**config.mk**
```make
export PLATFORM = sky130hd
export DESIGN_NAME = sirc_stage_bank
export DESIGN_NICKNAME = d
export VERILOG_FILES = /design/src/common/sirc_pkg.sv /design/src/sirc_route_decode.sv /design/src/sirc_stage_bank.sv
export VERILOG_INCLUDE_DIRS = /design/src /design/src/common
export SDC_FILE = /design/constraint.sdc
export NUM_CORES = 2
export LEC_CHECK = 0
export BUFFER_PORTS_ARGS = -buffer_cell sky130_fd_sc_hd__clkbuf_2
export CORE_UTILIZATION = 50
export DETAILED_ROUTE_END_ITERATION = 16
export PLACE_DENSITY = 0.67
export SETUP_SLACK_MARGIN = 0.2
export SYNTH_ARGS = -nofsm -noshare
export SYNTH_HDL_FRONTEND = slang
export SYNTH_SLANG_ARGS = --single-unit
```
**constraint.sdc**
```tcl
create_clock -name ref_clk_i -period 2.3 [get_ports ref_clk_i]
set_input_delay 0.115 -clock ref_clk_i [delete_from_list [all_inputs] [get_ports ref_clk_i]]
set_output_delay 0.115 -clock ref_clk_i [all_outputs]
set_load 0.01 [all_outputs]
```
**src/common/sirc_cfg.svh**
```systemverilog
`ifndef SIRC_CFG_SVH
`define SIRC_CFG_SVH
// register word addresses, stage 7 block and the stage 0 base
`define SIRC_ADDR_ROUTE_LOW    10'h0b8
`define SIRC_ADDR_ROUTE_HIGH   10'h0b9
`define SIRC_ADDR_FE_OFFSET    10'h0ba
`define SIRC_ADDR_THRESH_SENS  10'h0bb
`define SIRC_ADDR_INIT_OFS_LOW 10'h0bc
`define SIRC_ADDR_INIT_OFS_HI  10'h0bd
`define SIRC_ADDR_UPPER_CLAMP  10'h0be
`define SIRC_ADDR_LOWER_CLAMP  10'h0bf
`define SIRC_ADDR_STAGE_BASE   10'h080
`define SIRC_STAGE_STRIDE      8
`define SIRC_ADDR_W            10
`define SIRC_DATA_W            16
`define SIRC_NUM_STAGES        8
`define SIRC_NUM_INPUTS        8
// field positions
`define SIRC_ROUTE_FIELD_W     2
`define SIRC_MODE_LSB          12
`define SIRC_MINUS_OFF_BIT     14
`define SIRC_PLUS_OFF_BIT      15
`define SIRC_MINUS_MAG_LSB     0
`define SIRC_PLUS_MAG_LSB      8
`define SIRC_MAG_W             6
// reset contents are undefined on the part; zero chosen here
`define SIRC_REG_RESET         16'h0000
`endif

```
**src/common/sirc_pkg.sv**
```systemverilog
package sirc_pkg;
   // routing of one sensor input
   typedef enum logic [1:0] {
      SIRC_ROUTE_OPEN  = 2'h0,
      SIRC_ROUTE_MINUS = 2'h1,
      SIRC_ROUTE_PLUS  = 2'h2,
      SIRC_ROUTE_BIAS  = 2'h3
   } sirc_route_t;
   // measurement mode
   typedef enum logic [1:0] {
      SIRC_MODE_RSVD  = 2'h0,
      SIRC_MODE_SE_PL = 2'h1,
      SIRC_MODE_SE_MI = 2'h2,
      SIRC_MODE_DIFF  = 2'h3
   } sirc_mode_t;
endpackage : sirc_pkg

```
**src/sirc_route_decode.sv**
```systemverilog
`timescale 1ns/1ps
`include "sirc_cfg.svh"
// one per-input switch select decoder, identical for all stages
module sirc_route_decode (
   input  wire logic [1:0] field_i,     // two-bit routing field
   output logic            to_minus_o,  // switch to converter minus
   output logic            to_plus_o,   // switch to converter plus
   output logic            to_bias_o    // switch to bias node
);
   // one-hot decode; open means all switches off
   always_comb begin
      to_minus_o = 1'b0;
      to_plus_o  = 1'b0;
      to_bias_o  = 1'b0;
      unique case (sirc_pkg::sirc_route_t'(field_i))
         sirc_pkg::SIRC_ROUTE_OPEN:  ;
         sirc_pkg::SIRC_ROUTE_MINUS: to_minus_o = 1'b1;
         sirc_pkg::SIRC_ROUTE_PLUS:  to_plus_o  = 1'b1;
         sirc_pkg::SIRC_ROUTE_BIAS:  to_bias_o  = 1'b1;
      endcase
   end
endmodule : sirc_route_decode

```
**src/sirc_stage_bank.sv**
```systemverilog
`timescale 1ns/1ps
`include "sirc_cfg.svh"
module sirc_stage_bank (
   input  wire logic        ref_clk_i,        // 25 MHz device clock
   input  wire logic        reset_n_i,        // async reset, active low
   input  wire logic        reg_wr_i,         // register write strobe
   input  wire logic        reg_rd_i,         // register read strobe
   input  wire logic [9:0]  reg_addr_i,       // register word address
   input  wire logic [15:0] reg_wdata_i,      // write data
   output logic      [15:0] reg_rdata_o,      // read data, registered
   output logic             reg_hit_o,        // address is in this bank
   input  wire logic        stage_active_i,   // sequencer is converting
   input  wire logic [2:0]  stage_sel_i,      // current stage number
   output logic      [7:0]  sw_minus_o,       // input to converter minus
   output logic      [7:0]  sw_plus_o,        // input to converter plus
   output logic      [7:0]  sw_bias_o,        // input to bias node
   output logic             mode_se_plus_o,   // single-ended, plus side
   output logic             mode_se_minus_o,  // single-ended, minus side
   output logic             mode_diff_o,      // differential mode
   output logic             mode_illegal_o,   // reserved mode programmed
   output logic             minus_ofs_en_o,   // apply minus offset
   output logic             plus_ofs_en_o,    // apply plus offset
   output logic      [5:0]  minus_mag_o,      // minus offset magnitude
   output logic      [5:0]  plus_mag_o,       // plus offset magnitude
   output logic      [15:0] sens_o,           // threshold sensitivity word
   output logic      [15:0] init_ofs_low_o,   // starting low offset
   output logic      [15:0] init_ofs_high_o,  // starting high offset
   output logic      [15:0] clamp_upper_o,    // upper offset clamp
   output logic      [15:0] clamp_lower_o     // lower offset clamp
);
   localparam int NREG = `SIRC_NUM_STAGES * `SIRC_STAGE_STRIDE;

   // address to bank index; all eight stage blocks share one map
   function automatic logic [5:0] bank_index(input logic [9:0] addr);
      logic [9:0] rel;
      rel = addr - `SIRC_ADDR_STAGE_BASE;
      return rel[5:0];
   endfunction : bank_index

   function automatic logic bank_hit(input logic [9:0] addr);
      return (addr >= `SIRC_ADDR_STAGE_BASE) &&
             (addr <= `SIRC_ADDR_LOWER_CLAMP);
   endfunction : bank_hit

   // stage register storage; the register array is indexed stage*8+word
   logic [15:0] regs_q [NREG];
   logic [15:0] regs_d [NREG];
   logic [15:0] rdata_q;
   logic [15:0] rdata_d;

   assign reg_hit_o = bank_hit(reg_addr_i);

   // write path: every stage register is plain read/write
   always_comb begin
      for (int i = 0; i < NREG; i++) begin
         regs_d[i] = regs_q[i];
      end
      if (reg_wr_i && bank_hit(reg_addr_i)) begin
         // unused bits are stored as written; host keeps them zero
         regs_d[bank_index(reg_addr_i)] = reg_wdata_i;
      end
   end

   // read path: registered data, zero outside the bank
   always_comb begin
      rdata_d = rdata_q;
      if (reg_rd_i) begin
         rdata_d = bank_hit(reg_addr_i) ? regs_q[bank_index(reg_addr_i)] : 16'h0000;
      end
   end

   // reset contents are undefined in the part, so zero is a safe pick
   always_ff @(posedge ref_clk_i or negedge reset_n_i) begin
      if (!reset_n_i) begin
         for (int i = 0; i < NREG; i++) begin
            regs_q[i] <= `SIRC_REG_RESET;
         end
         rdata_q <= 16'h0000;
      end else begin
         for (int i = 0; i < NREG; i++) begin
            regs_q[i] <= regs_d[i];
         end
         rdata_q <= rdata_d;
      end
   end

   assign reg_rdata_o = rdata_q;

   // selected stage's words; stage 7 sits at 0x0b8..0x0bf
   logic [5:0]  base;
   logic [15:0] route_lo;
   logic [15:0] route_hi;
   logic [15:0] fe_ofs;
   logic [15:0] all_fields;
   assign base       = {stage_sel_i, 3'h0};
   assign route_lo   = regs_q[base];
   assign route_hi   = regs_q[base + 6'h01];
   assign fe_ofs     = regs_q[base + 6'h02];
   assign all_fields = {route_hi[1:0], route_lo[13:0]};

   // per-input switch decode, same decoder for every stage
   logic [7:0] dec_minus;
   logic [7:0] dec_plus;
   logic [7:0] dec_bias;
   for (genvar g = 0; g < `SIRC_NUM_INPUTS; g++) begin : g_in
      sirc_route_decode u_dec (
         .field_i    (all_fields[2*g +: 2]),
         .to_minus_o (dec_minus[g]),
         .to_plus_o  (dec_plus[g]),
         .to_bias_o  (dec_bias[g])
      );
   end

   // switches closed only while a stage converts; idle keeps all open
   assign sw_minus_o = stage_active_i ? dec_minus : 8'h00;
   assign sw_plus_o  = stage_active_i ? dec_plus  : 8'h00;
   assign sw_bias_o  = stage_active_i ? dec_bias  : 8'h00;

   // mode decode; reserved code raises a flag instead of a guess
   sirc_pkg::sirc_mode_t mode;
   assign mode = sirc_pkg::sirc_mode_t'(route_hi[`SIRC_MODE_LSB +: 2]);
   always_comb begin
      mode_se_plus_o  = 1'b0;
      mode_se_minus_o = 1'b0;
      mode_diff_o     = 1'b0;
      mode_illegal_o  = 1'b0;
      unique case (mode)
         sirc_pkg::SIRC_MODE_RSVD:  mode_illegal_o  = 1'b1;
         sirc_pkg::SIRC_MODE_SE_PL: mode_se_plus_o  = 1'b1;
         sirc_pkg::SIRC_MODE_SE_MI: mode_se_minus_o = 1'b1;
         sirc_pkg::SIRC_MODE_DIFF:  mode_diff_o     = 1'b1;
      endcase
   end

   // offset gating: a set bit disables
   assign minus_ofs_en_o = ~route_hi[`SIRC_MINUS_OFF_BIT];
   assign plus_ofs_en_o  = ~route_hi[`SIRC_PLUS_OFF_BIT];
   assign minus_mag_o    = fe_ofs[`SIRC_MINUS_MAG_LSB +: `SIRC_MAG_W];
   assign plus_mag_o     = fe_ofs[`SIRC_PLUS_MAG_LSB +: `SIRC_MAG_W];

   // remaining stage words passed to calibration logic
   assign sens_o          = regs_q[base + 6'h03];
   assign init_ofs_low_o  = regs_q[base + 6'h04];
   assign init_ofs_high_o = regs_q[base + 6'h05];
   assign clamp_upper_o   = regs_q[base + 6'h06];
   assign clamp_lower_o   = regs_q[base + 6'h07];
endmodule : sirc_stage_bank

```
==> key figures <==
GRT
  • GR Overflow Total: 0
  • Global-route wire length before repair: 336400 µm
  • Initial antenna violation count: 9
  • Vias in the first global route: 40988
  • Overall global routing resource usage: 43.61%
  • Pin count of the biggest net entering global routing: 77

Logic synthesis
  • Sequential-to-total area share from yosys stat: 46.80%
  • Synth top area share: 46.80%
  • Post-synth EDFFs: 0
  • Async S/R FF share, synth: 100.0%
  • Top cells by area, synth: dfrtp_1, mux2_2, mux4_2
  • Netlist Area Pre-Place: 55610 µm²
  • Flops & latches, synth: 1040
  • Ys flop type: dfrtp_1
  • Most common cell in the netlist: mux2_2
  • Area leader, netlist: dfrtp_1
  • Mapped Avg Cell Area: 14.66 µm²
  • Netlist cell types: 68
  • Post-Syn Instances: 3792
  • Synth Warn #: 0
  • Syn nets: 3826
  • Most frequent cells after synthesis: mux2_2, dfrtp_1, mux4_2

STA
  • Setup Total Neg Slack: -2.800 ns
  • Slew headroom: 19.87%
  • Final Hold Vio Count: 0
  • Final setup viols: 28
  • Fin worst setup slack: -0.1888 ns
  • Final Skew: 0.03143 ns
  • Worst hold slack: 0.1211 ns
  • Final period util: 108.2%
  • Worst-margin pin slew: 1.199 ns
  • RSZ-0062 raised after global routing: true
  • Fin crit period: 2.489 ns
  • Final Max Tran Viols: 0
  • Fmax: 0.4018 GHz

Worst setup path
  • Arr. time, crit path: 2.37 ns
  • Crit path required time: 2.18 ns
  • CP startpoint kind: register
  • Crit Path Class: reg -> out
  • Worst-path maximum fanout: 3
  • CP Capture Type: output port

Power
  • Leakage power: 34.06 nW
  • PD cells: 627.9 nW/µm²
  • Maximum VDD drop: 589.8 µV

Cells and area
  • Cell area after layout: 67700 µm²
  • Layout cells sized above 1: 59.67%
  • Nets: 4389
  • Final core occ: 61.77%
  • Area delta synth->final: 21.75%
  • Multi-input logic area: 27750 µm²
  • Storage element area: 26030 µm²
  • Filler Cell Count: 8414

Placement
  • RePlAce Congestion: 0.9639
  • Placed cell area: 60350 µm²
  • I/O Buffers: 172
  • DP HPWL: 162900 µm

Floorplanning
  • Cell row count: 121
  • Die ar.: 112600 µm²
  • Core ar.: 109600 µm²
  • Initial Util: 50.73%
  • Die extent in y: 335.5 µm
  • Die W: 335.5 µm
  • Num ports: 173

Outcome
  • Failing checks: setup timing
  • Status: complete, but fails checks

Clock tree
  • Clock Latency Late Sink: 0.73 ns
  • CTS Buf Count: 114
  • CTS clk-pin slew, worst paths: 0.06 ns
  • H-tree lvl count: 3
  • Clk sinks: 1040
  • CTS root buffer: clkbuf_16
  • CTS tree: done
  • Max Root-Sink Buffers: 3

Drt
  • Avg Vias per Cell: 7.070
  • Routed length per placed instance: 41.38 µm
  • DRT Pass-1 Iters: 6
  • WL final: 245300 µm
  • DRT iter0 DRCs: 6109
  • DR vias: 41908
  • Antenna-violating nets left: 0
  • Drt drc: 0

Min path
  • Hold Path Class: in -> reg

Flow run
  • Max Cap Viol: 0
-- flip-flops by register name, summed over array words and instances (netlist names) --
| name | count |
|---|---|
| reg_rdata_o | 16 |
| regs_q | 1024 |
-- final timing paths --
| kind | from | to | slack, ns | cells past startpoint |
|---|---|---|---|---|
| max reg2reg | regs_q[418] | reg_rdata_o[2] | 0.16 | 7 |
| min reg2reg | regs_q[484] | regs_q[484] | 0.50 | 1 |
| min | reg_addr_i[0] | reg_rdata_o[5] | 0.12 | 5 |
| max | regs_q[124] | sw_bias_o[6] | -0.19 | 4 |
| max in group asynchronous | reset_n_i | regs_q[173] | 1.54 | 4 |
| min in group asynchronous | reset_n_i | regs_q[395] | 0.17 | 3 |
-- cell type report --
class	instances	area share [%]
tap	1476	2.728
clock buffer	164	4.866
antenna	6	0.02218
inverter	17	0.09425
multi-input combinational	2360	40.98
timing repair buffer	822	11.94
clock inverter	43	0.9093
sequential	1040	38.45
-- through the flow --
step	std cells	power [mW]	setup slack (ns)
after floorplan	3792	21.07	0.3577
after global placement	5435	22.95	-0.4064
after detailed placement	5435	22.98	-0.3473
after CTS	5863	42.36	-0.1842
after global routing	5922	43.46	-0.2268
final	5928	42.51	-0.1888
-- cells by family (layout without fill, tap and decap cells) --
| kind of cell | Yosys count | count (layout) | share of synthesized area, % |
|---|---|---|---|
| AO/OA/AOI/OAI | 421 | 421 | 5.274 |
| buffers and inverters | 392 | 1046 | 4.221 |
| flip-flops | 1040 | 1040 | 46.80 |
| multiplexers | 1620 | 1620 | 39.73 |
| other | 0 | 6 | 0 |
| AND/OR/NAND/NOR | 319 | 319 | 3.971 |
-- what timing repair did --
action,4_1_cts,5_1_grt
endpoints found under the hold margin,541,0
pin swaps,11,5
hold buffers,3,0
gates resized for setup,210,164
endpoints found under the setup margin,123,123
setup buffers,218,59
-- cells in the final DEF (no fill, tap or decap), types with 13 or more instances in the layout --
master     instances
bufinv_16         14
a211oi_1          18
nand2_1           90
clkinv_2          22
clkbuf_1          28
o22ai_1          127
inv_1             14
clkbuf_8          19
a21oi_1           48
clkbuf_2          60
buf_6             49
nand2_4           65
mux2i_1           82
mux4_2           327
o21ai_0           48
buf_4            530
buf_8             55
o221ai_1          60
clkbuf_16        117
nor3_1            20
nor2_1            45
dfrtp_1         1034
mux2_2          1027
mux2_4           179
buf_12           117
a221oi_1          13
a22oi_1           28
nor2_8            16
-- critical path, cell delays in order (launching register included) --
cell	delay (ns)
dfrtp_1	0.39
mux4_2	0.60
mux2_4	0.36
and3_4	0.20
buf_6	0.11
-- per-layer routing --
metal	track usage (%)	part of all wire (%)	up-vias
met4	28.94	8.4	18
li1	-	-	15683
met1	56.75	37	21926
met3	16.22	14	916
met2	60.66	41	3365
met5	0	0.065	-
-- where the power goes --
group | switching [mW] | total [mW] | internal (mW) | leakage [nW]
logic | 2.58 | 4.21 | 1.64 | 17.7
registers | 0.237 | 18.8 | 18.6 | 14.5
clock network | 8.01 | 19.5 | 11.5 | 1.93
total | 10.8 | 42.5 | 31.7 | 34.1
(Power assumes the default switching activity.)
